==> src/design/ds_gate_pkg.sv <==
/*
 Shared constants and carriers for the deep-sleep clock gate bank.
 Assumes a single 100 MHz system clock domain.
*/
package ds_gate_pkg;
    localparam int unsigned ADDR_W = 12;
    localparam int unsigned DATA_W = 32;
    localparam int unsigned NUM_UNITS = 32;

    // Register byte offsets
    localparam logic [11:0] OFF_RUN_CFG = 12'h060;
    localparam logic [11:0] OFF_RUN_GATE = 12'h104;
    localparam logic [11:0] OFF_SLEEP_GATE = 12'h114;
    localparam logic [11:0] OFF_DEEP_GATE = 12'h124;
    localparam logic [11:0] OFF_IRQ_STATUS = 12'h130;
    localparam logic [11:0] OFF_IRQ_MASK = 12'h134;
    localparam logic [11:0] OFF_FAULT_INFO = 12'h138;

    // Writable enable bits of the gating layout
    localparam logic [31:0] GATE_WR_MASK = 32'h070F_5137;
    localparam logic [31:0] GATE_RESET = 32'h0000_0000;
    localparam int unsigned AUTO_GATE_BIT = 27;
    localparam logic [31:0] RUN_CFG_MASK = 32'h0800_0000;
    localparam logic [31:0] RUN_CFG_RESET = 32'h0000_0000;

    // Field positions of the enable bits
    localparam int unsigned COMPARATOR_A_GATE = 24;
    localparam int unsigned GP_COUNTER_A_GATE = 16;
    localparam int unsigned TWO_WIRE_A_GATE = 12;
    localparam int unsigned QUADRATURE_DECODER_GATE = 8;
    localparam int unsigned SYNC_SERIAL_A_GATE = 4;
    localparam int unsigned ASYNC_SERIAL_A_GATE = 0;

    // Interrupt status bits
    localparam int unsigned IRQ_W = 2;
    localparam int unsigned IRQ_FAULT = 0;
    localparam int unsigned IRQ_STATE_CHANGE = 1;

    typedef enum logic [2:0] {
        PWR_RUN = 3'h1,
        PWR_SLEEP = 3'h2,
        PWR_DEEP = 3'h4
    } power_state_e;

    typedef struct packed {
        logic [11:0] addr;
        logic [31:0] wdata;
        logic wr;
        logic rd;
    } reg_req_s;

    typedef struct packed {
        logic req;
        logic [4:0] unit;
    } unit_access_s;
endpackage

==> src/design/deep_sleep_clock_gate_bank.sv <==
/*
 Deep-sleep clock gate bank: three gating registers, selection by power
 state, glitch-free per-unit enables, bus fault for gated units.
 Assumes one clock, synchronous inputs, a gate cell that latches its
 enable while the clock is low (enables change only after a rising edge).
*/
`timescale 1ns/10ps
`default_nettype none

// What this block does
// A set enable bit clocks its unit; a clear bit stops its clock.
// Access to a unit whose clock is off answers with a bus fault.
// Deep-sleep gating register resets to all zeros.
// Reserved bits are read-only and read as zero.
// Apply the run, sleep or deep-sleep register matching the power state.
// Sleep and deep-sleep registers apply only when auto gating select is set.
// Comparators 2,1,0 gated by bits 26,25,24, reset zero.
// Timers 3 to 0 gated by bits 19 to 16, reset zero.
// Two-wire 14,12; quadrature 8; sync serial 5,4; async serial 2,1,0.
// Deep-sleep gating register decoded at byte offset 0x124.
// Software must enable every unit it needs in deep-sleep.
// Enable changes never truncate or glitch a gated clock.
module deep_sleep_clock_gate_bank #(
    parameter int unsigned UNITS = ds_gate_pkg::NUM_UNITS
) (
    // System
    input wire logic clk,
    input wire logic rst_b,
    // Register port
    input wire ds_gate_pkg::reg_req_s reg_req,
    output logic [31:0] rdata,
    // Power state
    input wire ds_gate_pkg::power_state_e power_state,
    // Peripheral access check
    input wire ds_gate_pkg::unit_access_s unit_access,
    output logic bus_fault,
    // Clock enables to the gate cells
    output logic [31:0] unit_clk_en,
    // Interrupt
    output logic irq
);
    // Refused at elaboration: the enables map one to one onto register bits
    if (UNITS != ds_gate_pkg::NUM_UNITS) begin : g_units_check
        $error("UNITS must equal the gating register width");
    end

    logic [31:0] run_gate;
    logic [31:0] sleep_gate;
    logic [31:0] deep_gate;
    logic [31:0] run_cfg;
    logic [ds_gate_pkg::IRQ_W-1:0] irq_status;
    logic [ds_gate_pkg::IRQ_W-1:0] irq_mask;
    logic [4:0] fault_unit;
    logic [31:0] next_clk_en;
    logic [31:0] sel_gate;
    logic [31:0] next_rdata;
    logic wr;
    logic rd;
    logic fault_event;
    logic change_event;
    logic [ds_gate_pkg::IRQ_W-1:0] set_bits;

    assign wr = reg_req.wr;
    assign rd = reg_req.rd;

    // Software-owned gating registers; reserved bits never store
    always_ff @(posedge clk or negedge rst_b) begin
        if (!rst_b) begin
            run_gate <= ds_gate_pkg::GATE_RESET;
            sleep_gate <= ds_gate_pkg::GATE_RESET;
            deep_gate <= ds_gate_pkg::GATE_RESET;
            run_cfg <= ds_gate_pkg::RUN_CFG_RESET;
        end else if (wr) begin
            unique case (reg_req.addr)
                ds_gate_pkg::OFF_RUN_GATE: begin
                    run_gate <= reg_req.wdata & ds_gate_pkg::GATE_WR_MASK;
                end
                ds_gate_pkg::OFF_SLEEP_GATE: begin
                    sleep_gate <= reg_req.wdata & ds_gate_pkg::GATE_WR_MASK;
                end
                ds_gate_pkg::OFF_DEEP_GATE: begin
                    deep_gate <= reg_req.wdata & ds_gate_pkg::GATE_WR_MASK;
                end
                ds_gate_pkg::OFF_RUN_CFG: begin
                    run_cfg <= reg_req.wdata & ds_gate_pkg::RUN_CFG_MASK;
                end
                default: begin
                end
            endcase
        end
    end

    // Choose the register for the present power state
    always_comb begin
        sel_gate = run_gate;
        if (run_cfg[ds_gate_pkg::AUTO_GATE_BIT]) begin
            unique case (power_state)
                ds_gate_pkg::PWR_SLEEP: sel_gate = sleep_gate;
                ds_gate_pkg::PWR_DEEP: sel_gate = deep_gate;
                default: sel_gate = run_gate;
            endcase
        end
        next_clk_en = sel_gate & ds_gate_pkg::GATE_WR_MASK;
    end

    // Enables leave a flop right after the rising edge, so the low-phase
    // latch in each gate cell sees a stable level: no runt pulses
    always_ff @(posedge clk or negedge rst_b) begin
        if (!rst_b) begin
            unit_clk_en <= ds_gate_pkg::GATE_RESET;
        end else begin
            unit_clk_en <= next_clk_en;
        end
    end

    // Fault on access to an unclocked unit; registered, high one cycle per cycle that the access request is held
    assign fault_event = unit_access.req && !unit_clk_en[unit_access.unit];

    always_ff @(posedge clk or negedge rst_b) begin
        if (!rst_b) begin
            bus_fault <= 1'b0;
            fault_unit <= 5'h00;
        end else begin
            bus_fault <= fault_event;
            if (fault_event) begin
                fault_unit <= unit_access.unit;
            end
        end
    end

    // Interrupt: sticky events, write one to clear, set beats clear
    assign change_event = next_clk_en != unit_clk_en;
    always_comb begin
        set_bits = '0;
        set_bits[ds_gate_pkg::IRQ_FAULT] = fault_event;
        set_bits[ds_gate_pkg::IRQ_STATE_CHANGE] = change_event;
    end

    always_ff @(posedge clk or negedge rst_b) begin
        if (!rst_b) begin
            irq_status <= '0;
            irq_mask <= '0;
        end else begin
            if (wr && reg_req.addr == ds_gate_pkg::OFF_IRQ_STATUS) begin
                irq_status <= (irq_status & ~reg_req.wdata[ds_gate_pkg::IRQ_W-1:0])
                    | set_bits;
            end else begin
                irq_status <= irq_status | set_bits;
            end
            if (wr && reg_req.addr == ds_gate_pkg::OFF_IRQ_MASK) begin
                irq_mask <= reg_req.wdata[ds_gate_pkg::IRQ_W-1:0];
            end
        end
    end

    assign irq = |(irq_status & irq_mask);

    // Read data one cycle after the strobe, zero otherwise
    always_comb begin
        next_rdata = 32'h0000_0000;
        unique case (reg_req.addr)
            ds_gate_pkg::OFF_RUN_GATE: next_rdata = run_gate;
            ds_gate_pkg::OFF_SLEEP_GATE: next_rdata = sleep_gate;
            ds_gate_pkg::OFF_DEEP_GATE: next_rdata = deep_gate;
            ds_gate_pkg::OFF_RUN_CFG: next_rdata = run_cfg;
            ds_gate_pkg::OFF_IRQ_STATUS: next_rdata = {30'h0, irq_status};
            ds_gate_pkg::OFF_IRQ_MASK: next_rdata = {30'h0, irq_mask};
            ds_gate_pkg::OFF_FAULT_INFO: next_rdata = {27'h0, fault_unit};
            default: next_rdata = 32'h0000_0000;
        endcase
    end

    always_ff @(posedge clk or negedge rst_b) begin
        if (!rst_b) begin
            rdata <= 32'h0000_0000;
        end else if (rd) begin
            rdata <= next_rdata;
        end else begin
            rdata <= 32'h0000_0000;
        end
    end
endmodule

`default_nettype wire

==> config.mk <==
export PLATFORM = sky130hd
export DESIGN_NAME = deep_sleep_clock_gate_bank
export DESIGN_NICKNAME = d
export VERILOG_FILES = /design/src/design/ds_gate_pkg.sv /design/src/design/deep_sleep_clock_gate_bank.sv
export SDC_FILE = /design/constraint.sdc
export NUM_CORES = 1
export LEC_CHECK = 0
export BUFFER_PORTS_ARGS = -buffer_cell sky130_fd_sc_hd__buf_2
export CORE_ASPECT_RATIO = 0.9
export CORE_MARGIN = 2
export CORE_UTILIZATION = 53
export CTS_BUF_LIST = sky130_fd_sc_hd__clkbuf_4 sky130_fd_sc_hd__clkbuf_8 sky130_fd_sc_hd__clkbuf_16
export DETAILED_ROUTE_END_ITERATION = 10
export GPL_ROUTABILITY_DRIVEN = 0
export GPL_TIMING_DRIVEN = 1
export HOLD_SLACK_MARGIN = 0.08
export PLACE_DENSITY = 0.79
export SYNTH_ARGS = -nofsm -noshare
export SYNTH_HDL_FRONTEND = slang
export SYNTH_SLANG_ARGS = --single-unit
==> constraint.sdc <==
create_clock -name clk -period 4.8 [get_ports clk]
set_input_delay 0.48 -clock clk [delete_from_list [all_inputs] [get_ports clk]]
set_output_delay 0.48 -clock clk [all_outputs]
set_load 0.1 [all_outputs]
==> results.cfg, run 1 <==
[detailed_routing]
wirelength_um = 11400
ant_nets = 0
drc = 0
viasPerCell = 6.00
wl_per_cell_um = 18.6
drt_iter0_markers = 345
dr_total_vias = 3677
first_pass_iters = 5

[logic_synthesis]
yosys_warnings = 0
synth_edf_count = 0
yosysUniqueCellTypes = 63
yosysSeqAreaShare = 0.464
synthArstFlopShare = 1.00
ys_ff_latch = 88
synthCells = 425
synth.avg_cell_area_um2 = 11.2
synth_area_um2 = 4740
synthFlopType = dfrtp_1

[grt]
grt_overflow = 0
grt_usage = 0.247
first_global_vias = 3591
grt_max_degree = 89
grt_pass1_wl_um = 18700
antenna_found_initial = 0

[clock_network]
cts.path.max_buffers = 2
clk_pin_slew_ps = 80
post_cts_resized = 0
cts_tree = done
cts_hold_buffers = 0
cts_buffers = 9
clock-root-buffer = clkbuf_8
htree_levels = 3
cts_setup_buffers = 0
clkSinkCount = 88
clock_latency_ps = 360

[critical_path]
critPathCaptureType = register
arrival_ps = 3240
reg2reg_depth = 5
crit_chain = buf_2 -> nor2b_1 -> o21ai_1 -> a31oi_1 -> o2111ai_1 -> nor4_1 -> nand3_1
worstReg2RegStart = run_cfg[27]
crit_family = simple AND/OR/NAND/NOR gates
worstPathRequired_ps = 5010
crit_type = input port to register
rrSetupSlack_ps = 2430
cp-start-kind = input port
rr_endpoint = irq_status[1]
critPathSlowestCell = nor2b_1
cp_slowest_stage_delay_ps = 890
crit_path_max_fanout = 20
path_buf_inv = 1

[layout]
final_util = 0.609
drive_gt1_frac = 0.291
antennaDiodeCount = 0
fin_nets = 547
area_growth_pct = 11.0
design_area_um2 = 5270

[sta]
max-slew-margin-rel = 0.205
setup_violations = 0
tightest_slew_ps = 1190
rsz0062_at_grt = no
setup_tns_ps = 0
final_hold_viol_count = 0
clock_skew_ps = 9.65
slew_violations = 0
max_freq_mhz = 329
fin_crit_sh = 0.632
fin_crit_ps = 3040

[die]
start_util = 0.548
dieArea_um2 = 9720
die_y_um = 93.7
fp.coreArea_um2 = 8650
row_count = 32
num_io_pins = 123
die_w_um = 104

[pwr]
powerDensity_nw_per_um2 = 291
pwr-share-seq = 0.494
ir_drop_uv = 158
p_clk_frac = 0.368
p_int_uw = 1090
switching_share = 0.286
p_sw_uw = 438
finalPower_uw = 1530
pwr-share-comb = 0.138
p_leak_uw = 0.00259

[hold_path]
hp-class = input port to async pin

[place]
portBuffers = 74
dpl.hpwl_um = 7710
dpl_cell_area_um2 = 5050

[run_status]
status = finished, final reports clean

[job]
max_cap_violations = 0
## flip-flops by register name (all words and copies together), names as in the netlist
register	count
irq_status	2
run_gate	15
run_cfg	1
bus_fault	1
sleep_gate	15
unit_clk_en	15
rdata	17
deep_gate	15
fault_unit	5
irq_mask	2
## power groups by stage
stage	Clock (µW)	Combinational, µW	Sequential [µW]
3_5_place_dp	0	210	771
2_1_floorplan	0	173	776
3_3_place_gp	0	207	770
5_1_grt	607	224	758
6_report	563	211	757
4_1_cts	572	211	756
## cell families (layout without fill, tap and decap cells)
logic type	Yosys count	after routing	synth area share
AND/OR/NAND/NOR	105	105	0.136
AO/OA/AOI/OAI	91	91	0.143
flip-flops	88	88	0.464
buffers and inverters	64	102	0.0844
multiplexers	58	58	0.138
XOR/XNOR	18	18	0.0332
other	1	32	0.000791
## through the flow
stage / hold WS, ps / std cells / setup slack, ps
floorplan: 184 / 456 / 2450
global placement: 483 / 598 / 1630
detailed placement: 497 / 598 / 1540
CTS: 340 / 613 / 1920
global route: 331 / 613 / 1590
finish: 321 / 613 / 1760
## final cells by class
cell class / instances / area [µm²]
Fill cell: 726 / 3380
Multi-Input combinational cell: 304 / 2260
Sequential cell: 88 / 2200
Timing Repair Buffer: 79 / 410
Tap cell: 119 / 149
Clock buffer: 12 / 146
Clock inverter: 3 / 67.6
Inverter: 8 / 30.0
## cell usage after synthesis (3+ instances only)
cell type  number  area [µm²]
nor3_1          3        15.0
o221ai_1        3        26.3
mux2_1         11         124
nor4_4          3        63.8
nor2b_1         6        37.5
a31oi_1         3        18.8
dfrtp_1        88        2200
nand3_1         8        40.0
a22oi_1         6        45.0
buf_2           5        25.0
o31ai_1         7        52.6
mux2_2         40         450
a21oi_1        12        60.1
nand2b_1       11        68.8
mux2i_1         6        60.1
a22o_1          3        26.3
o21a_1          3        22.5
xnor2_1         4        35.0
nor2_1         27         101
buf_4          34         255
a222oi_1       16         160
and2_1          4        25.0
clkbuf_1       12        45.0
o21ai_0        16        80.1
xor2_1         14         123
or3_1           7        43.8
nand4_1         3        18.8
nand2_1        17        63.8
inv_1           8        30.0
## layout by cell type (no fill, tap or decap), drive strengths merged, types with 7 or more instances in the layout
| master | synthesis | final |
|---|---|---|
| xor2 | 14 | 14 |
| o21ai | 18 | 18 |
| mux2 | 51 | 51 |
| nand3 | 8 | 8 |
| clkbuf | 12 | 12 |
| or3 | 7 | 7 |
| buf | 44 | 79 |
| nand2b | 11 | 11 |
| a222oi | 16 | 16 |
| nand2 | 18 | 18 |
| nor2 | 27 | 27 |
| a21oi | 12 | 12 |
| conb | 1 | 32 |
| inv | 8 | 8 |
| dfrtp | 88 | 88 |
| o31ai | 7 | 7 |
## metal layers
layer,vias up,wire length [µm],GRT usage
met4,0,212,0.0743
met3,17,1060,0.0673
met1,1823,4910,0.338
met2,195,5210,0.387
met5,-,0,0
li1,1642,-,-
## worst max path at each step
stage	cells past startpoint	end	start	slack, ps
3_5_place_dp	7	irq_status[1]	power_state[1]	1540
4_1_cts	7	irq_status[1]	power_state[1]	1920
2_1_floorplan	4	fault_unit[3]	unit_clk_en[18]	2450
3_3_place_gp	7	irq_status[1]	power_state[1]	1630
5_1_grt	7	irq_status[1]	power_state[1]	1590
6_report	7	irq_status[1]	power_state[1]	1760
Note: power is estimated with default switching activity, not from simulation.
==> inputs of run 2 (changes only) <==
- clock period: 4.8 -> 3 ns (I/O delays scaled with it)
==> run 2 against run 1 <==
Flip-flop and latch count did not move; largest power group unchanged; critical path depth did not move; utilization is 0.33 points higher; cell area rose by 0.55%; highest routed layer unchanged; critical endpoint unchanged; routed wire length increased by 2.7%.
==> results.cfg, run 2 (same netlist as run 1, synthesis figures left out) <==
[clock_network]
clkSinkCount = 88
htree_levels = 3
post_cts_resized = 0
clock_latency_ps = 370
clk_pin_slew_ps = 90
cts_hold_buffers = 0
clock-root-buffer = clkbuf_8
cts.path.max_buffers = 2
cts_tree = done
cts_buffers = 9
cts_setup_buffers = 0

[place]
dpl.hpwl_um = 8010
portBuffers = 74

[die]
die_w_um = 104
start_util = 0.548
fp.coreArea_um2 = 8650
dieArea_um2 = 9720
die_y_um = 93.7
num_io_pins = 123
row_count = 32

[layout]
fill_cells = 725
final_util = 0.612
drive_gt1_frac = 0.301
largest_reg_flops = 17
regMostFlops = rdata
regArea_um2 = 2200
layout_commonest_cell = dfrtp_1
antennaDiodeCount = 0
area_growth_pct = 11.6
final_cell_mix = 88 x dfrtp_1, 73 x buf_2, 40 x mux2_2, 32 x conb_1, 27 x nor2_1
multi_input_area_um2 = 2260
fin_nets = 554

[sta]
tightest_slew_ps = 1080
max_freq_mhz = 435
setup_tns_ps = 0
fin_crit_sh = 0.767
final_hold_viol_count = 0
rsz0062_at_grt = no
setup_violations = 0
slew_violations = 0
fin_crit_ps = 2300
max-slew-margin-rel = 0.280
clock_skew_ps = 11.2

[job]
max_cap_violations = 0

[grt]
grt_max_degree = 89
antenna_found_initial = 0
grt_usage = 0.246
grt_overflow = 0
grt_pass1_wl_um = 18500
first_global_vias = 3604

[critical_path]
critPathCaptureType = register
arrival_ps = 2540
rrSetupSlack_ps = 700
worstPathRequired_ps = 3240
crit_path_max_fanout = 9
rr_endpoint = irq_status[1]
reg2reg_depth = 7
worstReg2RegStart = run_cfg[27]
cp-start-kind = register
crit_type = register to register

[detailed_routing]
wl_per_cell_um = 18.8
drc = 0
ant_nets = 0
drt_iter0_markers = 371
wirelength_um = 11700
first_pass_iters = 6
viasPerCell = 6.14
dr_total_vias = 3810

[pwr]
ir_drop_uv = 309
powerDensity_nw_per_um2 = 447
p_leak_uw = 0.00262

[run_status]
status = finished, final reports clean

[hold_path]
hp-class = input port to async pin
[run 2: area by class of cell]
class | instances | area share
Multi-Input combinational cell | 304 | 0.426
Timing Repair Buffer | 86 | 0.0874
Sequential cell | 88 | 0.416
Clock buffer | 9 | 0.0234
Clock inverter | 7 | 0.0132
Tap cell | 119 | 0.0281
Inverter | 8 | 0.00567
[run 2: how the worst max path moves through the flow]
| stage | cells after the start | from | endpoint | slack, ps |
|---|---|---|---|---|
| floorplan | 4 | unit_clk_en[18] | fault_unit[3] | 650 |
| global placement | 7 | power_state[2] | irq_status[1] | 550 |
| detailed placement | 7 | power_state[2] | irq_status[1] | 520 |
| CTS | 7 | run_cfg[27] | irq_status[1] | 720 |
| global route | 7 | run_cfg[27] | irq_status[1] | 560 |
| finish | 7 | run_cfg[27] | irq_status[1] | 700 |
[run 2: power breakdown]
part | total (µW) | internal [µW] | switching (µW)
combinational | 343 | 58.2 | 285
clock | 816 | 385 | 431
sequential | 1210 | 1200 | 12.3
total | 2370 | 1640 | 728
[run 2: critical path, stage by stage, from the launching register on]
cell	delay [ps]
dfrtp_1	490
nor2b_1	520
buf_4	270
o221ai_1	150
o21ai_0	180
nand4_1	160
nor4_1	300
nand3_1	110
[run 2: per-layer routing]
layer,GRT usage,wire [µm],up-vias
li1,-,-,1665
met1,0.335,4990,1893
met2,0.398,5460,221
met3,0.0534,1010,31
met4,0.0766,234,0
met5,0,0,-
[run 2: per-stage QoR]
| step | setup slack [ps] | area, µm² | power [µW] | instances | hold slack [ps] |
|---|---|---|---|---|---|
| final | 700 | 5300 | 2370 | 621 | 129 |
| after global placement | 551 | 5100 | 1570 | 605 | 482 |
| after global routing | 562 | 5300 | 2460 | 621 | 172 |
| after floorplan | 652 | 4860 | 1520 | 456 | 4.41 |
| after detailed placement | 524 | 5100 | 1570 | 605 | 495 |
| after CTS | 725 | 5300 | 2380 | 621 | 166 |
==> inputs of run 3 (changes only) <==
- CORE_UTILIZATION: 53 -> 48
- PLACE_DENSITY: 0.79 -> 0.75
- clock period: 3 -> 2.1 ns (I/O delays scaled with it)
==> run 3 against run 2 <==
Global-route usage fell by 1.1 points; die area rose by 10%; clock skew fell by 4.8 ps; utilization fell by 3.3 points; cell count rose by 4.5%; critical endpoint is now fault_unit[0]; sequential share of layout area fell by 1.8 points; flip-flop and latch count did not move; count of clock-buffer cells in the layout rose by 1.
==> results.cfg, run 3 (same netlist as run 1, synthesis figures left out) <==
[layout]
antennaDiodeCount = 0
multi_input_area_um2 = 2280
final_cell_mix = 73 x dfrtp_1, 73 x buf_2, 40 x mux2_2, 32 x conb_1, 27 x nor2_1
regArea_um2 = 2230
area_growth_pct = 17.9
regMostFlops = rdata
fill_cells = 808
drive_gt1_frac = 0.358
fin_nets = 576
largest_reg_flops = 17

[sta]
final_hold_viol_count = 0
slew_violations = 0
setup_violations = 0
max-slew-margin-rel = 0.540
fin_crit_sh = 0.966
setup_tns_ps = 0
tightest_slew_ps = 689
clock_skew_ps = 6.44
setup_slack_ps = 70.6
rsz0062_at_grt = no
fin_crit_ps = 2030
max_freq_mhz = 493

[critical_path]
rrSetupSlack_ps = 70
cp-start-kind = register
critPathCaptureType = register
worstPathRequired_ps = 2360
worstReg2RegStart = unit_clk_en[19]
reg2reg_depth = 4
crit_path_max_fanout = 6
arrival_ps = 2280
crit_type = register to register
rr_endpoint = fault_unit[0]

[detailed_routing]
drt_iter0_markers = 292
wl_per_cell_um = 18.5
drc = 0
first_pass_iters = 6
dr_total_vias = 3849
ant_nets = 0
wirelength_um = 12000
viasPerCell = 5.93

[clock_network]
clkSinkCount = 88
cts_buffers = 9
clock_latency_ps = 360
clk_pin_slew_ps = 90
htree_levels = 3
cts_tree = done
cts.path.max_buffers = 2
clock-root-buffer = clkbuf_8

[die]
num_io_pins = 123
start_util = 0.491
row_count = 34
dieArea_um2 = 10700
fp.coreArea_um2 = 9660
die_w_um = 109
die_y_um = 98.3

[grt]
grt_pass1_wl_um = 19100
antenna_found_initial = 0
grt_overflow = 0
first_global_vias = 3769
grt_max_degree = 41
grt_usage = 0.235

[hold_path]
hp-class = input port to register
min_to = sleep_gate[25]
hold_depth = 2
hp-start = reg_req[27]

[place]
place_ws_ps = -66.6
dpl.hpwl_um = 8610
portBuffers = 74

[job]
max_cap_violations = 0

[run_status]
status = finished, final reports clean

[pwr]
ir_drop_uv = 317
powerDensity_nw_per_um2 = 631
p_leak_uw = 0.00272
==> run 3: changes by cell type in the layout (fill, tap and decap cells not counted), moves of 2 or more <==
cell	delta
dfrtp_1	-15
dlygate4sd3_1	+4
buf_4	+13
dfrtp_2	+13
clkinv_2	-2
buf_12	+4
dfrtp_4	+2
==> run 3: report_power, final <==
part	internal [µW]	switching (µW)	total (µW)
Combinational	103	412	514
Clock	679	604	1280
Sequential	1710	16.7	1730
Total	2490	1030	3530
==> run 3: final cells by class <==
class / instances / share of cell area
Multi-Input combinational cell: 304 / 0.407
Sequential cell: 88 / 0.398
Timing Repair Buffer: 108 / 0.123
Tap cell: 126 / 0.0282
Clock buffer: 10 / 0.0235
Clock inverter: 5 / 0.0148
Inverter: 8 / 0.00537
==> run 3: worst max-delay path, stage by stage (launching register included) <==
cell and delay (ps):
dfrtp_4 520, mux4_2 490, o2111ai_1 250, o211a_2 320, mux2_2 350
==> run 3: how the worst max path moves through the flow <==
stage / slack, ps / depth (start not counted) / start / end
2_1_floorplan: 3 / 4 / unit_clk_en[18] / fault_unit[3]
3_3_place_gp: 7 / 8 / power_state[2] / irq_status[1]
3_5_place_dp: -70 / 9 / power_state[2] / irq_status[1]
4_1_cts: 40 / 6 / run_cfg[27] / irq_status[1]
5_1_grt: 5 / 7 / run_cfg[27] / irq_status[1]
6_report: 70 / 4 / unit_clk_en[19] / fault_unit[0]
==> run 3: routing by layer <==
layer  GRT usage  wire length (µm)  vias to the layer above
li1            -                 -                     1702
met1       0.329              4970                     1907
met2       0.352              5640                      211
met3      0.0534              1070                       29
met4      0.0957               321                        0
met5           0                 0                        -
==> run 3: per-stage QoR <==
step | total power [µW] | utilization | hold slack, ps | cells | instance area [µm²]
CTS | 3550 | 0.575 | 85.0 | 647 | 5560
floorplan | 2170 | - | -85.6 | 456 | 4880
global placement | 2260 | 0.550 | 214 | 629 | 5310
detailed placement | 2270 | 0.550 | 220 | 629 | 5310
global route | 3650 | 0.579 | 86.8 | 649 | 5590
finish | 3530 | 0.579 | 94.9 | 649 | 5590
==> run 3: timing repair <==
action	in CTS	in global routing
setup endpoints to repair	1	1
hold buffers	3	1
gates resized for setup	1	5
gates cloned	0	0
pin swaps	0	2
buffers inserted	0	1
hold endpoints to repair	38	1
